### src/logic/ccvf_regs.svh
`ifndef CCVF_REGS_SVH
`define CCVF_REGS_SVH

// Host I/O ports of the controller register file
`define CCVF_PORT_SELECT     8'h68
`define CCVF_PORT_CONTENTS   8'h6a

// Controller register file
`define CCVF_NUM_REGS        18
`define CCVF_SEL_W           5
`define CCVF_REG_RESET       8'h00
`define CCVF_SEL_RESET       5'h00
`define CCVF_REG_CURSOR_CFG  5'h0a
`define CCVF_REG_CURSOR_HI   5'h0e
`define CCVF_REG_CURSOR_LO   5'h0f
`define CCVF_REG_ADDR_HI     5'h10
`define CCVF_REG_ADDR_LO     5'h11
`define CCVF_CURSOR_OFF_BIT  5

// Screen buffer: 4K bytes at F0000, one word per character
`define CCVF_SCREEN_BASE     20'hf0000
`define CCVF_SCREEN_AW       11

// Screen word layout
`define CCVF_PTR_W           11
`define CCVF_ATTR_REV        11
`define CCVF_ATTR_INT        12
`define CCVF_ATTR_UL         13
`define CCVF_ATTR_STRIKE     14
`define CCVF_ATTR_SWRES      15

// Font cell: 16 words, pointer addresses lowest 32k on word boundary
`define CCVF_FONT_LINES      16
`define CCVF_CELL_W          10
`define CCVF_MARK_STRIKE     13
`define CCVF_MARK_UL         14

// Data FIFO
`define CCVF_FIFO_DEPTH      16

`endif

### src/logic/ccvf_pkg.sv
`include "ccvf_regs.svh"

package ccvf_pkg;

  // Processed attributes of one character
  typedef struct packed {
    logic rev;
    logic hi;
    logic ul;
    logic strike;
  } ccvf_attr_t;

  // One FIFO entry: font line word plus what the output stage needs
  typedef struct packed {
    logic [15:0] line;
    ccvf_attr_t  attr;
    logic        cursor;
  } ccvf_entry_t;

  // Pins coming from the external CRT controller
  typedef struct packed {
    logic        cclk;
    logic        de;
    logic        hs;
    logic        vs;
    logic [3:0]  row;
    logic [`CCVF_SCREEN_AW-1:0] addr;
  } ccvf_pins_t;

  // Host I/O cycle
  typedef struct packed {
    logic       wr;
    logic       rd;
    logic [7:0] addr;
    logic [7:0] data;
  } ccvf_io_t;

  // Fetch sequencer states
  typedef enum logic [1:0] {
    CCVF_IDLE,
    CCVF_SCREEN,
    CCVF_FONT,
    CCVF_PUSH
  } ccvf_fetch_t;

endpackage : ccvf_pkg

### src/logic/ccvf_video.sv
// Function
// - Reverse bit shows dark on lit background
// - Intensity bit drives lit pixels high intensity
// - Underline bit draws one-pixel line at bottom
// - Underline row chosen by font marker bit
// - Strikethrough drawn on font-marked middle line
// - Software-reserved attribute bit is ignored
// - 11-bit pointer addresses word-aligned font cell
// - Sixteen-word cell, line picked by scan row
// - LSB leftmost, first word top, set lit
// - Fetch screen word at controller word address
// - Attributes split off and held for later
// - Line word shifted out one pixel per clock
// - Pixels merged with attributes and sync out
// - Select at port 68H, contents at 6AH
// - Written cursor position moves cursor reference
// - Screen buffer is 4K bytes at F0000
// - Buffer words in raster order from top-left
`timescale 1ns/1ps

module ccvf_video
  import ccvf_pkg::*;
#(
  parameter int CELL_W     = `CCVF_CELL_W,
  parameter int FIFO_DEPTH = `CCVF_FIFO_DEPTH
) (
  // Clock and reset
  input  wire logic                       clk_in,
  input  wire logic                       nrst_in,
  // Host I/O port
  input  wire logic [7:0]                 io_addr_in,
  input  wire logic                       io_wr_in,
  input  wire logic                       io_rd_in,
  input  wire logic [7:0]                 io_wdata_in,
  output logic [7:0]                      io_rdata_out,
  // CRT controller pins
  input  wire logic                       crtc_cclk_in,
  input  wire logic                       crtc_de_in,
  input  wire logic                       crtc_hsync_in,
  input  wire logic                       crtc_vsync_in,
  input  wire logic [3:0]                 crtc_row_in,
  input  wire logic [`CCVF_SCREEN_AW-1:0] crtc_addr_in,
  // Memory read port
  output logic                            mem_req_out,
  output logic [19:0]                     mem_addr_out,
  input  wire logic                       mem_ack_in,
  input  wire logic [15:0]                mem_data_in,
  // CRT drive
  output logic                            video_on_out,
  output logic                            video_hi_out,
  output logic                            hsync_out,
  output logic                            vsync_out,
  // Status
  output logic                            overrun_out
);

  //////////////////////////////////////////////////////////////////////////////
  // State

  typedef struct packed {
    ccvf_pins_t                        sync1;   // First synchroniser stage
    ccvf_pins_t                        sync2;   // Second synchroniser stage
    logic                              cclk_d;  // Character clock, last cycle
    ccvf_fetch_t                       fetch;   // Fetch sequencer
    logic [`CCVF_SCREEN_AW-1:0]        addr;    // Character being fetched
    logic [3:0]                        row;     // Its scan row
    ccvf_attr_t                        attr;    // Held attributes
    logic [`CCVF_PTR_W-1:0]            ptr;     // Font cell pointer
    logic                              cursor;  // Character under cursor
    logic [15:0]                       line;    // Fetched font line word
    logic                              req;     // Memory request
    logic [19:0]                       maddr;   // Memory byte address
    logic                              overrun; // Character dropped, sticky
    logic [`CCVF_SEL_W-1:0]            sel;     // Selected register
    logic [`CCVF_NUM_REGS-1:0][7:0]    regs;    // Controller registers
    logic [7:0]                        rdata;   // Read data
    logic [15:0]                       shift;   // Video shift register
    ccvf_attr_t                        pattr;   // Attributes in the shifter
    logic                              pcur;    // Cursor in the shifter
    logic                              pfill;   // Underline or strike line
    logic [4:0]                        pcnt;    // Pixels left
    logic                              von;     // Video out
    logic                              vhi;     // High intensity out
    logic                              hs;      // Horizontal sync out
    logic                              vs;      // Vertical sync out
  } ccvf_st_t;

  ccvf_st_t    st;        // Registered state
  ccvf_st_t    next_st;   // Next state
  ccvf_pins_t  pins;      // Raw pins gathered
  ccvf_io_t    io;        // Host cycle gathered
  ccvf_entry_t push_d;    // Entry into the FIFO
  ccvf_entry_t pop_d;     // Entry out of the FIFO
  logic        push_rdy;  // FIFO has room
  logic        pop_vld;   // FIFO has data
  logic        pop;       // Output stage takes an entry

  //////////////////////////////////////////////////////////////////////////////
  // Helpers

  // Port match, used for both reads and writes
  function automatic logic port_hit(input logic [7:0] a, input logic [7:0] p);
    port_hit = (a == p);
  endfunction : port_hit

  // Screen word to processed attributes; reserved bit never looked at
  function automatic ccvf_attr_t split_attr(input logic [15:0] w);
    split_attr.rev    = w[`CCVF_ATTR_REV];
    split_attr.hi     = w[`CCVF_ATTR_INT];
    split_attr.ul     = w[`CCVF_ATTR_UL];
    split_attr.strike = w[`CCVF_ATTR_STRIKE];
  endfunction : split_attr

  // Register index is one of the eighteen
  function automatic logic reg_valid(input logic [`CCVF_SEL_W-1:0] s);
    reg_valid = (s < `CCVF_SEL_W'(`CCVF_NUM_REGS));
  endfunction : reg_valid

  assign pins = '{cclk: crtc_cclk_in, de: crtc_de_in, hs: crtc_hsync_in,
                  vs: crtc_vsync_in, row: crtc_row_in, addr: crtc_addr_in};
  assign io   = '{wr: io_wr_in, rd: io_rd_in, addr: io_addr_in, data: io_wdata_in};

  //////////////////////////////////////////////////////////////////////////////
  // FIFO between fetch and the output stage

  // Output stage takes a new entry when the last pixel has gone
  assign pop = pop_vld && (st.pcnt == 5'h00);

  assign push_d = '{line: st.line, attr: st.attr, cursor: st.cursor};

  ccvf_fifo #(
    .WIDTH ($bits(ccvf_entry_t)),
    .DEPTH (FIFO_DEPTH)
  ) u_fifo (
    .clk_in       (clk_in),
    .nrst_in      (nrst_in),
    .wr_valid_in  (st.fetch == CCVF_PUSH),
    .wr_data_in   (push_d),
    .wr_ready_out (push_rdy),
    .rd_valid_out (pop_vld),
    .rd_data_out  (pop_d),
    .rd_ready_in  (pop)
  );

  //////////////////////////////////////////////////////////////////////////////
  // Next-state logic

  always_comb begin
    logic new_char;
    logic [`CCVF_SCREEN_AW-1:0] cur_pos;
    logic pix;
    new_char = 1'b0;
    cur_pos  = '0;
    pix      = 1'b0;
    next_st  = st;

    // Pins pass two flops before anything reads them
    next_st.sync1  = pins;
    next_st.sync2  = st.sync1;
    next_st.cclk_d = st.sync2.cclk;
    new_char = st.sync2.cclk && !st.cclk_d && st.sync2.de;

    // Host writes: select at one port, contents at the other
    if (io.wr && port_hit(io.addr, `CCVF_PORT_SELECT)) begin
      next_st.sel = io.data[`CCVF_SEL_W-1:0];
    end
    if (io.wr && port_hit(io.addr, `CCVF_PORT_CONTENTS) && reg_valid(st.sel)) begin
      next_st.regs[st.sel] = io.data;
    end
    // Host reads; select port is write-only and reads zero
    if (io.rd) begin
      if (port_hit(io.addr, `CCVF_PORT_CONTENTS) && reg_valid(st.sel)) begin
        next_st.rdata = st.regs[st.sel];
      end else begin
        next_st.rdata = 8'h00;
      end
    end
    // Address registers show the character being fetched
    next_st.regs[`CCVF_REG_ADDR_HI] = 8'(st.addr >> 8);
    next_st.regs[`CCVF_REG_ADDR_LO] = st.addr[7:0];

    // Cursor reference comes from the host-written position
    cur_pos = {st.regs[`CCVF_REG_CURSOR_HI][`CCVF_SCREEN_AW-9:0],
               st.regs[`CCVF_REG_CURSOR_LO]};

    // Fetch sequencer
    unique case (st.fetch)
      CCVF_IDLE: begin
        if (new_char) begin
          // Word address scaled to bytes in the buffer, raster order
          next_st.addr  = st.sync2.addr;
          next_st.row   = st.sync2.row;
          next_st.req   = 1'b1;
          next_st.maddr = `CCVF_SCREEN_BASE | 20'({st.sync2.addr, 1'b0});
          next_st.fetch = CCVF_SCREEN;
        end
      end
      CCVF_SCREEN: begin
        if (mem_ack_in) begin
          // Attributes held aside, pointer selects the cell
          next_st.attr   = split_attr(mem_data_in);
          next_st.ptr    = mem_data_in[`CCVF_PTR_W-1:0];
          next_st.cursor = (st.addr == cur_pos) &&
                           !st.regs[`CCVF_REG_CURSOR_CFG][`CCVF_CURSOR_OFF_BIT];
          // Cell base plus one word per scan row, lowest 32k only
          next_st.maddr  = 20'({mem_data_in[`CCVF_PTR_W-1:0], 4'h0}) +
                           20'({st.row, 1'b0});
          next_st.fetch  = CCVF_FONT;
        end
      end
      CCVF_FONT: begin
        if (mem_ack_in) begin
          next_st.line  = mem_data_in;
          next_st.req   = 1'b0;
          next_st.fetch = CCVF_PUSH;
        end
      end
      CCVF_PUSH: begin
        // Waits here while the FIFO is full
        if (push_rdy) begin
          next_st.fetch = CCVF_IDLE;
        end
      end
    endcase

    // A character that arrives while busy is lost; flag it, set wins
    if (new_char && (st.fetch != CCVF_IDLE)) begin
      next_st.overrun = 1'b1;
    end else if (io.rd && port_hit(io.addr, `CCVF_PORT_SELECT)) begin
      next_st.overrun = 1'b0;
    end

    // Video shift register: load on empty, else shift one pixel a clock
    if (pop) begin
      next_st.shift = pop_d.line;
      next_st.pattr = pop_d.attr;
      next_st.pcur  = pop_d.cursor;
      next_st.pfill = (pop_d.attr.ul && pop_d.line[`CCVF_MARK_UL]) ||
                      (pop_d.attr.strike && pop_d.line[`CCVF_MARK_STRIKE]);
      next_st.pcnt  = 5'(CELL_W);
    end else if (st.pcnt != 5'h00) begin
      next_st.shift = st.shift >> 1;
      next_st.pcnt  = st.pcnt - 5'h01;
    end

    // Output: LSB is the leftmost pixel, set bit lights it
    if (st.pcnt != 5'h00) begin
      pix = st.shift[0] | st.pfill;
      pix = pix ^ st.pattr.rev ^ st.pcur;
      next_st.von = pix;
      next_st.vhi = pix && st.pattr.hi;
    end else begin
      // Blank between characters and while starved
      next_st.von = 1'b0;
      next_st.vhi = 1'b0;
    end
    next_st.hs = st.sync2.hs;
    next_st.vs = st.sync2.vs;
  end

  //////////////////////////////////////////////////////////////////////////////
  // State register

  always_ff @(posedge clk_in or negedge nrst_in) begin
    if (!nrst_in) begin
      st       <= '0;
      st.fetch <= CCVF_IDLE;
      st.sel   <= `CCVF_SEL_RESET;
    end else begin
      st <= next_st;
    end
  end

  //////////////////////////////////////////////////////////////////////////////
  // Outputs, all from flops

  assign io_rdata_out = st.rdata;
  assign mem_req_out  = st.req;
  assign mem_addr_out = st.maddr;
  assign video_on_out = st.von;
  assign video_hi_out = st.vhi;
  assign hsync_out    = st.hs;
  assign vsync_out    = st.vs;
  assign overrun_out  = st.overrun;

endmodule : ccvf_video

### src/logic/ccvf_fifo.sv
`timescale 1ns/1ps

module ccvf_fifo #(
  parameter int WIDTH = 21,
  parameter int DEPTH = 16
) (
  // Clock and reset
  input  wire logic             clk_in,
  input  wire logic             nrst_in,
  // Fill side
  input  wire logic             wr_valid_in,
  input  wire logic [WIDTH-1:0] wr_data_in,
  output logic                  wr_ready_out,
  // Drain side
  output logic                  rd_valid_out,
  output logic [WIDTH-1:0]      rd_data_out,
  input  wire logic             rd_ready_in
);

  localparam int AW = $clog2(DEPTH);

  // Whole FIFO state, storage included
  typedef struct packed {
    logic [DEPTH-1:0][WIDTH-1:0] mem;
    logic [AW-1:0]               wp;
    logic [AW-1:0]               rp;
    logic [AW:0]                 cnt;
  } ccvf_fifo_st_t;

  ccvf_fifo_st_t st;       // Registered state
  ccvf_fifo_st_t next_st;  // Next state

  // Pointer step with wrap, used by both ends
  function automatic logic [AW-1:0] bump(input logic [AW-1:0] p);
    bump = (p == AW'(DEPTH - 1)) ? '0 : p + AW'(1);
  endfunction : bump

  // Honest flags straight from the count
  assign wr_ready_out = (st.cnt != (AW+1)'(DEPTH));
  assign rd_valid_out = (st.cnt != '0);
  assign rd_data_out  = st.mem[st.rp];

  // Push and pop may happen in the same cycle
  always_comb begin
    next_st = st;
    if (wr_valid_in && wr_ready_out) begin
      next_st.mem[st.wp] = wr_data_in;
      next_st.wp         = bump(st.wp);
    end
    if (rd_valid_out && rd_ready_in) begin
      next_st.rp = bump(st.rp);
    end
    case ({wr_valid_in && wr_ready_out, rd_valid_out && rd_ready_in})
      2'b10:   next_st.cnt = st.cnt + (AW+1)'(1);
      2'b01:   next_st.cnt = st.cnt - (AW+1)'(1);
      default: next_st.cnt = st.cnt;
    endcase
  end

  // State register
  always_ff @(posedge clk_in or negedge nrst_in) begin
    if (!nrst_in) begin
      st <= '0;
    end else begin
      st <= next_st;
    end
  end

endmodule : ccvf_fifo

### config.mk
export PLATFORM = sky130hd
export DESIGN_NAME = ccvf_video
export DESIGN_NICKNAME = d
export VERILOG_FILES = /design/src/logic/ccvf_pkg.sv /design/src/logic/ccvf_video.sv /design/src/logic/ccvf_fifo.sv
export VERILOG_INCLUDE_DIRS = /design/src /design/src/logic
export SDC_FILE = /design/constraint.sdc
export NUM_CORES = 1
export LEC_CHECK = 0
export ABC_AREA = 1
export BUFFER_PORTS_ARGS = -buffer_cell sky130_fd_sc_hd__buf_2
export CORE_MARGIN = 4
export CORE_UTILIZATION = 55
export DETAILED_ROUTE_END_ITERATION = 12
export GPL_ROUTABILITY_DRIVEN = 0
export HOLD_SLACK_MARGIN = 0.1
export PLACE_DENSITY_LB_ADDON = 0.3
export SLEW_MARGIN = 20
export SYNTH_ARGS = -nofsm -noshare
export SYNTH_HDL_FRONTEND = slang
export SYNTH_SLANG_ARGS = --single-unit
export TNS_END_PERCENT = 5
### constraint.sdc
create_clock -name clk_in -period 3.47 [get_ports clk_in]
set_input_delay 0 -clock clk_in [delete_from_list [all_inputs] [get_ports clk_in]]
set_output_delay 0 -clock clk_in [all_outputs]
set_load 0.1 [all_outputs]
After elaboration in Yosys (flattened, before gate mapping). Index checks and enable logic that the tools add are counted.

Register bits after elaboration: 629. Output and inout bits: 34. Logic and storage cells: 171. Input port bits: 56.

Reduce and logical (&&, ||, !) cells: 36. Bitwise gates (word level): 3. Mux-type cells: 31. $lt $le $gt $ge: 6. Equal/unequal tests: 15. Add/sub/neg operators: 6.

Operator list (number): $bwmux W336 (1); $bwmux W144 (1); $bmux W21 S4 (1); $demux W21 S4 (1); $mux W21 (3); $bmux W8 S5 (1); $demux W8 S5 (1); $pmux W20 S2 (1); $mux W16 (2); $mux W8 (3); $mux W20 (1); $logic_and A1 B1 Y1 (17); $mux W17 (1); $add A15 B5 Y16 (1); $eq A8 B7 Y1 const B (2); $reduce_bool A2 Y1 (6); $eq A11 B11 Y1 (1); $lt A4 B5 Y1 const B (2); $mux W5 (2); $pmux W5 S2 (1); $reduce_bool A5 Y1 (2); $sub A5 B1 Y5 const B (2); $add A4 B1 Y4 const B (2); $eq A4 B4 Y1 const B (2); 23 further kinds (40).

Longest topological paths before layout.
Depth in word-level cells: 5. Gate-level depth with buffers: 16. Mapped depth without buffers: 15.

Cells and area by module. A second synthesis with hierarchy kept.

Cells, all modules: 3736. Area, all modules: 29943.7 µm².

By module, submodules not included: ccvf_fifo (cells an instance 2358, sequential area each 8733.4 µm², area each 17588.1 µm², instances 1); ccvf_video (cells an instance 1378, sequential area each 6906.6 µm², area each 12355.6 µm², instances 1).

Worst setup path before layout. Ideal clock, no wire load.

Path type: reg-to-reg. Start: register st[7] (netlist name). End: register u_fifo.st[4] (netlist name). Setup slack: 1.003 ns. Period minus slack after synthesis: 2.467 ns. Data arrival time: 2.350 ns. Library setup time: 0.117 ns. Cell stages (with the launch flop): 15. Buffers on the path: 1. Required time: 3.353 ns. Cell sequence: dfrtp_1 > or2_2 > nor2_4 > nand2_2 > inv_2 > buf_2 > ha_1 > xor2_1 > ha_1 > inv_1 > nand2_1 > a31oi_1 > xor2_1 > nand2_1 > nand2_1.

Longest elaborated chain between the ends: 5. Elaborated cells between the ends (all ways): 7. Those cells by class: eq/ne: 2; mux: 1; reduce/logical: 4.

Ends and longest elaborated chain: start, declared (line ccvf_video.sv:88) `ccvf_st_t st;`; start signal, assigned (line ccvf_video.sv:270) `st <= next_st;`; $logic_not A5 Y1 (*) (line ccvf_video.sv:127) `assign pop = pop_vld && (st.pcnt == 5'h00);`; $logic_and A1 B1 Y1 (*) (line ccvf_video.sv:127); $logic_and A1 B1 Y1 (*) (line ccvf_fifo.sv:53) `case ({wr_valid_in && wr_ready_out, rd_valid_out && rd_ready_in})`; $eq A2 B1 Y1 / $eq A2 B2 Y1 (equally long branches) (line ccvf_fifo.sv:53); $pmux W5 S2 / $reduce_bool A2 Y1 (equally long branches); end signal, assigned (line ccvf_fifo.sv:65) `st <= next_st;`; end, declared (line ccvf_fifo.sv:30) `ccvf_fifo_st_t st;`.

Mark *: on every way between the ends. The rest lies on a longest branch, timed or not. A chain may end at the register's enable or synchronous reset.

Worst setup path after layout.
Start: register st[258] (netlist name). End: register st (netlist bit mem_addr_out[15]).

Longest elaborated chain between the ends: 3. Elaborated cells between the ends (all ways): 7. Those cells by class: eq/ne: 3; mux: 1; reduce/logical: 3.

Ends and longest elaborated chain: $eq A2 B1 Y1 / $logic_not A2 Y1 (equally long branches) (line ccvf_video.sv:187) `unique case (st.fetch)`; $ne A2 B2 Y1 (no line) / $reduce_bool A2 Y1 (equally long branches); $reduce_and A3 Y1 (no line).

Parallel ways exist; a longest one is shown, timed or not.

==> impl_metrics.json <==
{
  "run_status": "completed",
  "rr_startpoint": "st[258]$_DFFE_PN0P_",
  "first_global_vias": 22300,
  "grt_max_degree": 182,
  "antenna_found_initial": 0,
  "die_w_microns": 233,
  "antenna_cells": 0,
  "gr-total-overflow": 0,
  "drc_errors": 0,
  "slew_headroom_pct": 30.1,
  "yosysMostFrequentCell": "nand2_1",
  "fillers": 4029,
  "clk_path_buf_depth": 3,
  "htreeDepth": 2,
  "syn_inst": 3286,
  "finalCriticalPeriod_ns": 2.99,
  "critical_path.endpoint_type": "register",
  "syn_to_final_growth_pct": 12.2,
  "synth_ff_type": "dfrtp_1",
  "setup_viol": 0,
  "rows": 82,
  "synth_cell_type_count": 42,
  "seqCellArea_sq_um": 15600,
  "peakVddDrop_uv": 761,
  "dpl.cell_count": 3843,
  "syn_avg_cell_area_sq_um": 8.51,
  "dr.first_iter.drc_count": 2962,
  "r2r_end": "mem_addr_out[15]$_DFFE_PN0P_",
  "grtUsageTotal_pct": 28.7,
  "finClkSkew_ns": 0.0438,
  "dp_slack_ns": 0.800,
  "worstSetupStartpointType": "register",
  "multi_input_area_sq_um": 10500,
  "finalWorstSetupSlack_ns": 0.483,
  "slew_violations": 0,
  "hold_viol_final": 0,
  "yosysSeqAreaShare_pct": 55.9,
  "syn-num-nets": 3359,
  "synth_edf_count": 0,
  "total_leakage_power_uw": 0.0150,
  "synth.cells.most_frequent": "nand2_1, dfrtp_1, o21ai_0",
  "synth-async-reset-ratio_pct": 100,
  "required_ns": 3.99,
  "stdcell_count": 4033,
  "arrival_ns": 3.51,
  "worstMarginPinSlew_ns": 1.05,
  "max_freq_mhz": 335,
  "setup.worst_path.start": "st[258]$_DFFE_PN0P_",
  "numCtsBuffers": 61,
  "nNetsFinal": 3386,
  "cts_tree": "done",
  "rsz0062_at_grt": "no",
  "start_util_pct": 55.7,
  "io_buffers": 88,
  "drive_gt1_share_pct": 9.10,
  "viasPerCell": 5.78,
  "dieArea_sq_um": 54500,
  "routed_wl_mm": 77.4,
  "post_cts_buffers": 0,
  "clk_latency_ns": 0.65,
  "final_antenna_net_count": 0,
  "wl_per_cell_microns": 19.2,
  "yosys.area.top_type_share_pct": 55.9,
  "synthTopCellsByArea": "dfrtp_1, nand2_1, o21ai_0, nor2_1, inv_1",
  "ff2ff_setup_slack_ns": 0.48,
  "maxCapViolCount": 0,
  "min_period_over_period_pct": 86.1,
  "hpwl_mm": 44.3,
  "path_max_fanout": 17,
  "clk_pin_slew_ns": 0.06,
  "rr_worst_depth": 10,
  "die_h_microns": 233,
  "setup_tns_ns": 0,
  "netlist_area_sq_um": 28000,
  "cts_sinks": 625,
  "powerDensity_nw_per_um2": 791,
  "synth_seq_cells": 625,
  "ioPinCount": 90,
  "synth_top_area_cell": "dfrtp_1",
  "critPathKind": "register to register",
  "clockRootBuffer": "clkbuf_16",
  "grt_pass1_wl_mm": 123,
  "design.core.area_sq_um": 50200,
  "ys_warn_count": 0,
  "drtPass1Iterations": 6,
  "hold_class": "input port to async pin",
  "vias": 23300
}
power breakdown:
group          switching (uW)  leakage, uW  total (uW)  internal [uW]
registers                1170      0.00802       10300           9170
clock network            2890     0.000989        6600           3720
logic                    5570      0.00596        7850           2280
cell usage in the layout, fill, tap and decap left out, types with 11 or more instances in the layout:
| cell | netlist | final |
|---|---|---|
| nand2_1 | 996 | 996 |
| dfrtp_1 | 625 | 623 |
| o21ai_0 | 571 | 571 |
| nor2_1 | 172 | 171 |
| inv_1 | 168 | 167 |
| o21ai_1 | 106 | 106 |
| nand3_1 | 101 | 98 |
| buf_2 | 66 | 87 |
| a21oi_1 | 86 | 86 |
| dlygate4sd3_1 | 0 | 78 |
| clkbuf_16 | 0 | 61 |
| buf_4 | 33 | 35 |
| o211ai_1 | 28 | 28 |
| nand4_1 | 19 | 19 |
| clkinv_2 | 2 | 18 |
| xnor2_1 | 17 | 17 |
| ha_1 | 17 | 16 |
| clkbuf_8 | 0 | 16 |
| mux2_2 | 15 | 15 |
| a22oi_1 | 14 | 14 |
| nor2_4 | 13 | 13 |
| o22ai_1 | 12 | 12 |
| buf_12 | 0 | 11 |
flip-flops by register name, summed over array words and instances (netlist names):
register,count
vsync_out,1
mem_addr_out,16
hsync_out,1
mem_req_out,1
video_on_out,1
st,192
io_rdata_out,8
overrun_out,1
next_st,33
push_d,21
video_hi_out,1
u_fifo.st,349
final cells by class:
cell class              count  area share [%]
inverters                 180            2.19
well taps                 672            2.68
repair buffers            213            5.55
flip-flops and latches    625            49.9
clock buffers              86            5.68
clock inverters            25           0.694
multi-input cells        2232            33.3
how the worst max path moves through the flow:
stage	endpoint	slack [ns]	cells after the start
finish	mem_addr_out[15]$_DFFE_PN0P_	0.48	10
global route	mem_addr_out[15]$_DFFE_PN0P_	0.21	10
CTS	mem_addr_out[15]$_DFFE_PN0P_	0.37	9
detailed placement	u_fifo.st[116]$_DFFE_PN0P_	0.80	10
global placement	mem_addr_out[15]$_DFFE_PN0P_	0.94	8
floorplan	u_fifo.st[4]$_DFFE_PN0P_	1.00	14
cells by family (layout without fill, tap and decap cells):
logic type      count (synthesis)  in the layout  share of synthesized area [%]
compound gates                836            836                           15.5
flops                         625            625                           55.9
fa+ha+maj                      17             17                          0.761
simple gates                 1337           1337                           19.6
other cells                     1              1                         0.0134
buf+inv                       429            504                           6.76
mux                            15             15                          0.604
xor+xnor                       26             26                          0.814
per-layer routing:
| metal | track usage [%] | share of wire, % | vias to the layer above |
|---|---|---|---|
| li1 | - | - | 10700 |
| met5 | 0 | 0 | - |
| met4 | 10.6 | 3.6 | 0 |
| met3 | 5.15 | 9.0 | 200 |
| met2 | 44.6 | 46 | 1100 |
| met1 | 40.7 | 41 | 11300 |
what timing repair did:
| item | 4_1_cts | 5_1_grt |
|---|---|---|
| hold buffers | 79 | 0 |
| hold endpoints to repair | 610 | 0 |
| setup endpoints to repair | 0 | 1 |
| resized for setup | 0 | 2 |
per-stage QoR:
stage                     area, sq um  power (uW)  utilization [%]  hold slack [ns]
final                           31400       24800             62.5            0.110
after global routing            31400       26200             62.5            0.167
after CTS                       31400       24700             62.5            0.130
after detailed placement        28500       18000             56.9           0.0838
after global placement          28500       17700             56.9           0.0843
after floorplan                 28000       15900                -           -0.296
worst max-delay path: stages (launching register included):
cell,delay [ns]
dfrtp_1,0.40
inv_1,0.10
ha_2,0.38
inv_1,0.25
nand2_1,0.11
nand2_1,0.05
nand2_1,0.37
clkinvlp_4,0.40
nand3_1,0.14
o21ai_0,0.09
dlygate4sd3_1,0.55
Note: power is estimated with default switching activity, not from simulation.
